## src/ugps_pkg.sv

```systemverilog
package ugps_pkg;

  // Register indices; byte address is four times the index
  localparam logic [31:0] REG_MODE_LO_IDX = 32'h0b00_0304;
  localparam logic [31:0] REG_MODE_HI_IDX = 32'h0b00_0306;
  localparam logic [31:0] REG_DATA_IDX = 32'h0b00_0308;

  // Field layout: two bits per pin, pin 16 + n at bits 2n+1:2n
  localparam int PIN_COUNT = 16;
  localparam int FIELD_W = 2;
  localparam int REG_W = 16;
  localparam int LCD_PIN_IDX = 4;

  // Reset values on the real-time-clock domain reset
  localparam logic [15:0] MODE_RST = 16'h0000;
  localparam logic [15:0] DATA_RST = 16'h0000;

  // Field codes
  localparam logic [1:0] CODE_GPI = 2'h0;
  localparam logic [1:0] CODE_ALT_IN = 2'h1;
  localparam logic [1:0] CODE_GPO = 2'h2;
  localparam logic [1:0] CODE_ALT_OUT = 2'h3;

  // Pins whose alternate function is an output or an input
  localparam logic [15:0] ALT_OUT_MASK = 16'h4df3;
  localparam logic [15:0] ALT_IN_MASK = 16'hb20c;

  typedef enum logic [2:0] {
    KIND_GPI, KIND_GPO, KIND_ALT_OUT, KIND_ALT_IN, KIND_RSVD
  } ugps_kind_e;

  typedef enum logic {BUS_IDLE, BUS_ACK} ugps_bus_e;

  // Alternate-function outputs arriving from the peripherals
  typedef struct packed {
    logic boot_rom_select_0_n;
    logic boot_rom_select_1_n;
    logic boot_rom_select_2_n;
    logic system_reset_n;
    logic lcd_alternating_signal;
    logic upper_byte_enable_n;
    logic io_write_strobe_n;
    logic io_read_strobe_n;
    logic primary_uart_terminal_ready_out;
    logic primary_uart_request_to_send_out;
    logic primary_uart_transmit_out;
  } ugps_alt_out_s;

  // Alternate-function inputs handed to the peripherals
  typedef struct packed {
    logic io_wide_cycle_request_n;
    logic io_cycle_ready;
    logic primary_uart_set_ready_in;
    logic primary_uart_carrier_detect_in;
    logic primary_uart_clear_to_send_in;
    logic primary_uart_receive_in;
  } ugps_alt_in_s;

endpackage

```

## src/ugps_top.sv

```systemverilog
`timescale 1ns/1ps

// What this block does
// Pin 23 code 11 drives boot select 1
// Pin 22 code 11 drives ROM select 0
// Pin 21 code 11 drives reset output
// Pin 20: 10 LCD signal, 11 byte enable
// Pin 19 code 01 feeds wide-cycle request
// Pin 18 code 01 feeds I/O ready
// Pin 17 code 11 drives write strobe
// Pin 16 code 11 drives read strobe
// Pin 31 code 01 feeds set-ready input
// Pin 30 code 11 drives terminal ready
// Pin 29 code 01 feeds carrier detect
// Pin 28 code 01 feeds clear to send
// Pin 27 code 11 drives request to send
// Pin 26 code 11 drives transmit data
// Pin 25 code 01 feeds receive data
// Pin 24 code 11 drives ROM select 2
// RTC reset clears modes; others keep them
// Software avoids LCD signal on first revision
// Data bit reads input, drives output
// Reserved code: undriven input, inactive alternate
// Mode write acts next cycle; reads unchanged
module ugps_top (
  // Clock, reset, enable
  input wire logic clk,
  input wire logic resetn,
  input wire logic ce,
  input wire logic rtc_domain_reset,
  // Avalon-MM slave, word addressed
  input wire logic [31:0] avs_address,
  input wire logic avs_read,
  input wire logic avs_write,
  input wire logic [31:0] avs_writedata,
  input wire logic [3:0] avs_byteenable,
  output logic [31:0] avs_readdata,
  output logic avs_waitrequest,
  // Pins 16 to 31
  input wire logic [15:0] pin_level_in,
  output logic [15:0] pin_drive_out,
  output logic [15:0] pin_drive_oe,
  // Peripheral side
  input wire ugps_pkg::ugps_alt_out_s alt_out_i,
  output ugps_pkg::ugps_alt_in_s alt_in_o
);

  function automatic ugps_pkg::ugps_kind_e pin_kind(
    input int idx,
    input logic [1:0] code
  );
    ugps_pkg::ugps_kind_e k;
    k = ugps_pkg::KIND_RSVD;
    case (code)
      ugps_pkg::CODE_GPI: k = ugps_pkg::KIND_GPI;
      ugps_pkg::CODE_ALT_IN: begin
        if (ugps_pkg::ALT_IN_MASK[idx]) k = ugps_pkg::KIND_ALT_IN;
      end
      ugps_pkg::CODE_GPO: begin
        if (idx == ugps_pkg::LCD_PIN_IDX) k = ugps_pkg::KIND_ALT_OUT;
        else k = ugps_pkg::KIND_GPO;
      end
      default: begin
        if (ugps_pkg::ALT_OUT_MASK[idx]) k = ugps_pkg::KIND_ALT_OUT;
      end
    endcase
    return k;
  endfunction

  function automatic logic [15:0] merge_lanes(
    input logic [15:0] old,
    input logic [31:0] wd,
    input logic [3:0] be
  );
    logic [15:0] m;
    m = old;
    if (be[0]) m[7:0] = wd[7:0];
    if (be[1]) m[15:8] = wd[15:8];
    return m;
  endfunction

  logic [15:0] mode_lo_q;
  logic [15:0] mode_hi_q;
  logic [15:0] data_q;
  logic [15:0] sync1_q;
  logic [15:0] sync2_q;
  logic [31:0] readdata_q;
  ugps_pkg::ugps_bus_e bus_q;
  logic [31:0] modes;
  logic [15:0] alt_vec;
  logic [15:0] read_vec;
  ugps_pkg::ugps_kind_e kind_w [ugps_pkg::PIN_COUNT];
  logic req;
  logic wr_fire;
  logic hit_lo;
  logic hit_hi;
  logic hit_data;

  assign modes = {mode_hi_q, mode_lo_q};
  assign req = avs_read || avs_write;
  assign hit_lo = avs_address == ugps_pkg::REG_MODE_LO_IDX;
  assign hit_hi = avs_address == ugps_pkg::REG_MODE_HI_IDX;
  assign hit_data = avs_address == ugps_pkg::REG_DATA_IDX;

  // One wait cycle: request seen, then answered on the next edge.
  // The answer is held back while ce is low, so no write is lost.
  assign avs_waitrequest = req && !(ce && bus_q == ugps_pkg::BUS_ACK);
  assign wr_fire = ce && avs_write && (bus_q == ugps_pkg::BUS_ACK);
  assign avs_readdata = readdata_q;

  always_ff @(posedge clk) begin
    if (!resetn) begin
      bus_q <= ugps_pkg::BUS_IDLE;
    end else if (ce) begin
      case (bus_q)
        ugps_pkg::BUS_IDLE: begin
          if (req) bus_q <= ugps_pkg::BUS_ACK;
        end
        default: bus_q <= ugps_pkg::BUS_IDLE;
      endcase
    end
  end

  // Read data is latched while waitrequest is high, stands at the answer
  always_ff @(posedge clk) begin
    if (!resetn) begin
      readdata_q <= 32'h0000_0000;
    end else if (ce && avs_read && bus_q == ugps_pkg::BUS_IDLE) begin
      if (hit_lo) begin
        readdata_q <= {16'h0000, mode_lo_q};
      end else if (hit_hi) begin
        readdata_q <= {16'h0000, mode_hi_q};
      end else if (hit_data) begin
        readdata_q <= {16'h0000, read_vec};
      end else begin
        readdata_q <= 32'h0000_0000;
      end
    end
  end

  // Modes answer only to the RTC reset, so a warm reset keeps the pinout
  always_ff @(posedge clk) begin
    if (ce) begin
      if (rtc_domain_reset) begin
        mode_lo_q <= ugps_pkg::MODE_RST;
        mode_hi_q <= ugps_pkg::MODE_RST;
      end else if (wr_fire && hit_lo) begin
        mode_lo_q <= merge_lanes(mode_lo_q, avs_writedata,
                                 avs_byteenable);
      end else if (wr_fire && hit_hi) begin
        mode_hi_q <= merge_lanes(mode_hi_q, avs_writedata,
                                 avs_byteenable);
      end
    end
  end

  always_ff @(posedge clk) begin
    if (ce) begin
      if (rtc_domain_reset) begin
        data_q <= ugps_pkg::DATA_RST;
      end else if (wr_fire && hit_data) begin
        data_q <= merge_lanes(data_q, avs_writedata, avs_byteenable);
      end
    end
  end

  always_ff @(posedge clk) begin
    if (!resetn) begin
      sync1_q <= 16'h0000;
      sync2_q <= 16'h0000;
    end else if (ce) begin
      sync1_q <= pin_level_in;
      sync2_q <= sync1_q;
    end
  end

  // Alternate output per pin; unused positions idle high
  always_comb begin
    alt_vec = 16'hffff;
    alt_vec[0] = alt_out_i.io_read_strobe_n;
    alt_vec[1] = alt_out_i.io_write_strobe_n;
    if (mode_lo_q[9:8] == ugps_pkg::CODE_GPO) begin
      alt_vec[4] = alt_out_i.lcd_alternating_signal;
    end else begin
      alt_vec[4] = alt_out_i.upper_byte_enable_n;
    end
    alt_vec[5] = alt_out_i.system_reset_n;
    alt_vec[6] = alt_out_i.boot_rom_select_0_n;
    alt_vec[7] = alt_out_i.boot_rom_select_1_n;
    alt_vec[8] = alt_out_i.boot_rom_select_2_n;
    alt_vec[10] = alt_out_i.primary_uart_transmit_out;
    alt_vec[11] = alt_out_i.primary_uart_request_to_send_out;
    alt_vec[14] = alt_out_i.primary_uart_terminal_ready_out;
  end

  // Pin mux is combinational from the mode flops so strobes keep timing
  genvar gi;
  generate
    for (gi = 0; gi < ugps_pkg::PIN_COUNT; gi++) begin : g_pin
      assign kind_w[gi] = pin_kind(gi,
        modes[gi*ugps_pkg::FIELD_W +: ugps_pkg::FIELD_W]);
      assign pin_drive_oe[gi] = (kind_w[gi] == ugps_pkg::KIND_GPO) ||
        (kind_w[gi] == ugps_pkg::KIND_ALT_OUT);
      assign pin_drive_out[gi] = (kind_w[gi] == ugps_pkg::KIND_GPO) ?
        data_q[gi] : alt_vec[gi];
      assign read_vec[gi] = (kind_w[gi] == ugps_pkg::KIND_GPO) ? data_q[gi] :
        ((kind_w[gi] == ugps_pkg::KIND_GPI ||
          kind_w[gi] == ugps_pkg::KIND_RSVD) ? sync2_q[gi] : 1'b0);
    end
  endgenerate

  // Inputs not routed to a pin sit at their idle level
  always_comb begin
    alt_in_o.io_wide_cycle_request_n =
      (kind_w[3] == ugps_pkg::KIND_ALT_IN) ? sync2_q[3] : 1'b1;
    alt_in_o.io_cycle_ready =
      (kind_w[2] == ugps_pkg::KIND_ALT_IN) ? sync2_q[2] : 1'b1;
    alt_in_o.primary_uart_set_ready_in =
      (kind_w[15] == ugps_pkg::KIND_ALT_IN) ? sync2_q[15] : 1'b1;
    alt_in_o.primary_uart_carrier_detect_in =
      (kind_w[13] == ugps_pkg::KIND_ALT_IN) ? sync2_q[13] : 1'b1;
    alt_in_o.primary_uart_clear_to_send_in =
      (kind_w[12] == ugps_pkg::KIND_ALT_IN) ? sync2_q[12] : 1'b1;
    alt_in_o.primary_uart_receive_in =
      (kind_w[9] == ugps_pkg::KIND_ALT_IN) ? sync2_q[9] : 1'b1;
  end
endmodule

```

## config.mk

```make
export PLATFORM = sky130hd
export DESIGN_NAME = ugps_top
export DESIGN_NICKNAME = d
export VERILOG_FILES = /design/src/ugps_pkg.sv /design/src/ugps_top.sv
export SDC_FILE = /design/constraint.sdc
export NUM_CORES = 1
export LEC_CHECK = 0
export BUFFER_PORTS_ARGS = -buffer_cell sky130_fd_sc_hd__buf_2
export CORE_MARGIN = 8
export CORE_UTILIZATION = 50
export CTS_CLUSTER_DIAMETER = 150
export DETAILED_ROUTE_END_ITERATION = 6
export GPL_ROUTABILITY_DRIVEN = 0
export PLACE_DENSITY = 0.83
export REMOVE_ABC_BUFFERS = 1
export SLEW_MARGIN = 20
export SYNTH_ARGS = -nofsm -noshare
export SYNTH_HDL_FRONTEND = slang
export SYNTH_SLANG_ARGS = --single-unit
```

## constraint.sdc

```tcl
create_clock -name clk -period 2 [get_ports clk]
set_input_delay 0.2 -clock clk [delete_from_list [all_inputs] [get_ports clk]]
set_output_delay 0.2 -clock clk [all_outputs]
set_load 0.02 [all_outputs]
```

After elaboration in Yosys (flattened, before gate mapping)
Cells that the tools add are included.
{"block": "op_classes", "eq_ne": 90, "n_mux": 82, "n_bitwise": 1, "n_reduce_logical": 86}
{"cell": "$pmux 3 s3", "count": 15}
{"cell": "$mux 16", "count": 7}
{"cell": "$eq 32x28->1 const B", "count": 3}
{"cell": "$eq 3x2->1 const B", "count": 22}
{"cell": "$mux 1", "count": 57}
{"cell": "$eq 3x1->1 const B", "count": 16}
{"cell": "$eq 3x3->1 const B", "count": 16}
{"cell": "$logic_not 3->1", "count": 16}
{"cell": "$logic_or 1x1->1", "count": 33}
{"cell": "$eq 2x1->1 const B", "count": 16}
{"cell": "$eq 2x2->1 const B", "count": 16}
{"cell": "$logic_not 2->1", "count": 16}
{"cell": "$mux 8", "count": 2}
{"cell": "$reduce_and 3->1", "count": 4}
{"cell": "$reduce_bool 2->1", "count": 5}
{"cell": "$logic_and 1x1->1", "count": 9}
{"cell": "$reduce_and 4->1", "count": 2}
{"cell": "$pmux 3 s2", "count": 1}
{"cell": "$ne 2x2->1 const B", "count": 1}
{"cell": "$logic_not 1->1", "count": 1}
{"cell": "$not 1->1", "count": 1}
{"block": "totals", "ff_bits": 113, "in_bits": 101, "output_inout_bits": 71, "elab_cells": 269}

Longest topological paths before layout
{"block": "logic_depth", "word_depth": 9, "mapped_depth": 6, "mapped_depth_nobuf": 6}

Worst setup path before layout
Ideal clock, no wire load.
{"block": "synth_timing", "path_type": "input to register", "from": "input avs_address[1]", "to": "register data_q[10] (enable)", "setup_ps": 330, "arrival_time_ps": 1317, "t_required_ps": 1670, "setup_slack_ps": 353, "path_stages": 5, "n_path_buf": 2, "path_cell_list": "or3b_1 clkbuf_1 buf_2 nor4_1 o21a_1"}
{"block": "synth_via", "elab_chain_cells": 4}
{"element": "start: declaration", "line": "ugps_top.sv:32", "source": "input wire logic [31:0] avs_address,"}
{"element": "$eq 32x28->1", "line": "ugps_top.sv:103", "source": "assign hit_data = avs_address == ugps_pkg::REG_DATA_IDX;"}
{"element": "$logic_and 1x1->1", "line": "ugps_top.sv:161", "source": "end else if (wr_fire && hit_data) begin"}
{"element": "$reduce_bool 2->1 (no line)"}
{"element": "$reduce_and 3->1 (no line)"}
{"element": "end signal: assignment", "line": "ugps_top.sv:160", "source": "data_q <= ugps_pkg::DATA_RST;"}
{"element": "end signal: assignment", "line": "ugps_top.sv:162", "source": "data_q <= merge_lanes(data_q, avs_writedata, avs_byteenable);"}
{"element": "end: declaration", "line": "ugps_top.sv:84", "source": "logic [15:0] data_q;"}
No other way between the ends.
A chain may end at the register's enable or synchronous reset.

Final worst setup path
{"block": "layout_timing", "from": "register mode_lo_q[9]", "to": "output pin_drive_out[4]"}
{"block": "layout_via", "elab_chain_cells": 4, "word_cells_on_any_way": 7, "classes_between": "eq/ne (3); mux (3); reduce/logical (1)"}
{"element": "start: declaration", "line": "ugps_top.sv:82", "source": "logic [15:0] mode_lo_q;"}
{"element": "start signal: assignment", "line": "ugps_top.sv:145", "source": "mode_lo_q <= ugps_pkg::MODE_RST;"}
{"element": "start signal: assignment", "line": "ugps_top.sv:148", "source": "mode_lo_q <= merge_lanes(mode_lo_q, avs_writedata,"}
{"element": "$eq 2x1->1 or $logic_not 2->1 (tied branches)", "line": "ugps_top.sv:54", "source": "case (code)"}
{"element": "$pmux 3 s2", "line": "ugps_top.sv:54"}
{"element": "$eq 3x1->1", "line": "ugps_top.sv:204", "source": "assign pin_drive_out[gi] = (kind_w[gi] == ugps_pkg::KIND_GPO) ?"}
{"element": "$mux 1 (*)", "line": "ugps_top.sv:204"}
{"element": "end: declaration", "line": "ugps_top.sv:41", "source": "output logic [15:0] pin_drive_out,"}
Mark *: on every way between the ends. The rest lies on a longest branch, timed or not.

==> summary.txt <==
Floorplan
  – Die W: roughly 110 um
  – Core outline area: about 0.009 mm^2
  – Initial Utilization: about half
  – Die ar.: approximately 0.013 mm^2
  – Die extent in y: approximately 110 um
  – I/O pin cnt: 172
  – Cell Rows: 35

Timing
  – Fin. max-slew vios: 0
  – Final setup violating endpoints: 0
  – Max frequency: roughly 600 MHz
  – Worst Skew: about 13 ps
  – RSZ-0062 raised after global routing: false
  – Setup_tns: 0 ps
  – Final hold violation count: 0
  – Hold WS: around 100 ps
  – Period minus WS final: 1680 ps
  – Final worst setup slack: 324 ps
  – Fin crit share: a little over four fifths
  – Slew @ Worst Pin: between 700 and 800 ps
  – Slew HR: 48.8%

Run status
  – Status: finished, final reports clean

Critical path
  – Worst EP arrival: 1480 ps
  – Worst-path fanout max: 4
  – WS Path Type: flop to primary output
  – Critical path required time: between 1500 and 2000 ps
  – Crit start category: flop
  – Critical path endpoint category: primary output

Route
  – WL/cell: between 15 and 20 um
  – DRC Markers: 0
  – DRT iter0 DRCs: 145
  – Post-Route WL: approximately 12000 um
  – Detail-routed via count per cell: 5.28
  – Routed Antenna Nets: 0
  – TritonRoute pass-1 iters: 4
  – Vias: 3462

Global route
  – Pin count of the biggest net entering global routing: 34
  – Vias in the first global route: 3691
  – GRT overflow: 0
  – First-pass GRT wire length: between 15000 and 20000 um
  – Initial antenna violation count: 0
  – Tot GR Track Use: roughly a fifth

Finish
  – Filler instances: between 700 and 800
  – Storage cell area: around 0.0024 mm^2
  – ANT cells: 0
  – Share of layout cells above drive strength 1: between 30% and 40%
  – Multi-input combinational cell area: between 0.0015 and 0.002 mm^2
  – Design area: between 0.005 and 0.006 mm^2
  – Synth-to-layout area growth: 20.6%
  – Final nets: roughly 650

CTS
  – Setup bufs post-CTS: 0
  – Root buffer cell: clkbuf_8
  – Clk sinks: 96
  – Clk Latency, worst-skew pair: 360 ps
  – H-tree depth: 3
  – CTS tree: built
  – Hold_buf cts: 0
  – Cts bufs inserted: 9
  – Post-CTS Resized: 0
  – Clock slew at reported path FFs: 100 ps
  – Largest buffer count on any clock path: 2

Pwr
  – Comb pwr share: 15.1%
  – Switching part of the total power: ~27%
  – Cell internal pwr: 2.87 mW
  – P_sw: between 1 and 1.5 mW
  – Leakage: around 2.5 nW
  – Final Total Pwr: 3.94 mW
  – Flop pwr share: a little under three fifths
  – Maximum vdd drop: 0.374 mV
  – Clock power share: between 20 and 30%
  – PD cells: about 710 mW/mm^2

Placement
  – Buffers added on ports: roughly 140
  – Place WS: approximately 160 ps
  – Placed cell areas: between 0.005 and 0.006 mm^2
  – DP HPWL: 9020 um

Yosys
  – Async S/R FF share, synth: 0%
  – Syn Inst Count: a little over 400
  – Most common flop cell mapped by yosys: dfxtp_1
  – Yosys warning total: 0
  – Number of flops mapped to enable cells by yosys: between 40 and 50
  – Mapped Avg Cell Area: between 10 and 15 um^2
  – Mapped Area: ~0.0046 mm^2
  – Yosys cell types: 37
  – Register bit total from synthesis: 96
  – Sequential share of the synthesized area: 51.7%

Worst hold path
  – Worst hold-check path type: input port to flop

Run
  – Max cap viols: 0
==> metrics by stage <==
step | util [%] | instances
6_report | 61.3 | 656
3_5_place_dp | 59.4 | 640
4_1_cts | 61.2 | 656
3_3_place_gp | 59.4 | 640
5_1_grt | 61.3 | 656
2_1_floorplan | - | 379
==> kinds of logic after synthesis <==
family          Yosys count  share of synthesized area (%)
compound gates           82                           12.0
buf+inv                  66                           7.01
mux                      33                           7.17
simple gates            117                           18.8
other cells               1                         0.0811
flops                    96                           51.7
fa+ha+maj                12                           3.25
==> critical path, cell delays in order, from the launching register on <==
cell and delay (ps):
edfxtp_1 460, nor2b_1 180, mux2_2 330, buf_2 160
==> metal layers <==
metal / GRT usage (%) / vias up / part of all wire [%]
li1: - / 1672 / -
met1: 21.2 / 1630 / 41
met2: 32.9 / 150 / 49
met3: 5.80 / 10 / 7.9
met4: 6.29 / 0 / 1.5
met5: 0 / - / 0
==> registers in the layout (all words and copies together), names as in the netlist <==
| name | cells |
|---|---|
| mode_hi_q | 16 |
| data_q | 15 |
| avs_readdata | 16 |
| sync2_q | 16 |
| mode_lo_q | 16 |
| sync1_q | 16 |
| bus_q | 1 |
==> placed cells by master (no fill, tap or decap), types with 2 or more instances in the layout <==
master and instances:
conb_1 16, o21ai_1 2, nand3b_1 7, a2bb2oi_1 2, clkbuf_8 9, nand4_4 2
nor2_1 2, nor4_4 3, buf_12 3, ha_1 12, nor4_1 6, o21ai_0 24
clkinv_2 2, a21boi_0 8, nand2_1 11, nor4b_4 3, nand3_1 3, inv_1 23
dfxtp_1 49, a21oi_1 8, buf_2 137, clkbuf_1 2, buf_4 10, clkinvlp_4 2
edfxtp_1 47, a22o_1 16, mux2i_1 32, a22oi_1 14, nor2b_1 52, o21a_1 6
nand2b_1 16, and3b_1 7
==> power by group through the flow <==
stage | logic (mW) | clock network (mW) | registers, mW
detailed placement | 0.595 | 0 | 2.28
global route | 0.648 | 1.21 | 2.25
floorplan | 0.309 | 0 | 2.27
global placement | 0.578 | 0 | 2.27
finish | 0.594 | 1.11 | 2.23
CTS | 0.597 | 1.13 | 2.23
==> synthesized netlist by cell type, types with 8 or more instances <==
library cell   n  share of area (%)
edfxtp_1      47                 31
inv_1         23                1.9
a21oi_1        8               0.87
ha_1          12                3.2
a21boi_0       8                1.3
a22o_1        16                3.0
clkbuf_1      18                1.5
nor2b_1       52                7.0
nand2b_1      16                2.2
a22oi_1       14                2.3
nand2_1       11               0.89
buf_4         16                2.6
dfxtp_1       49                 21
mux2i_1       32                6.9
o21ai_0       24                2.6
==> path summary, 6_finish.rpt <==
check	from	to	slack, ps	depth (start not counted)
worst min register to register	avs_readdata[4]	avs_readdata[4]	490	1
worst min-delay path	pin_level_in[2]	sync1_q[2]	100	3
worst max register to register	mode_hi_q[2]	avs_readdata[9]	420	6
worst max-delay path	mode_lo_q[9]	pin_drive_out[4]	320	3
==> area by class of cell <==
cell class              instances  area share [%]
clock buffers                  11            2.35
repair buffers                150            14.7
well taps                     111            2.49
clock inverters                 5           0.606
inverters                      23            1.55
multi-input cells             260            35.4
flip-flops and latches         96            42.9
No activity file was read; power rests on OpenSTA's default activity.
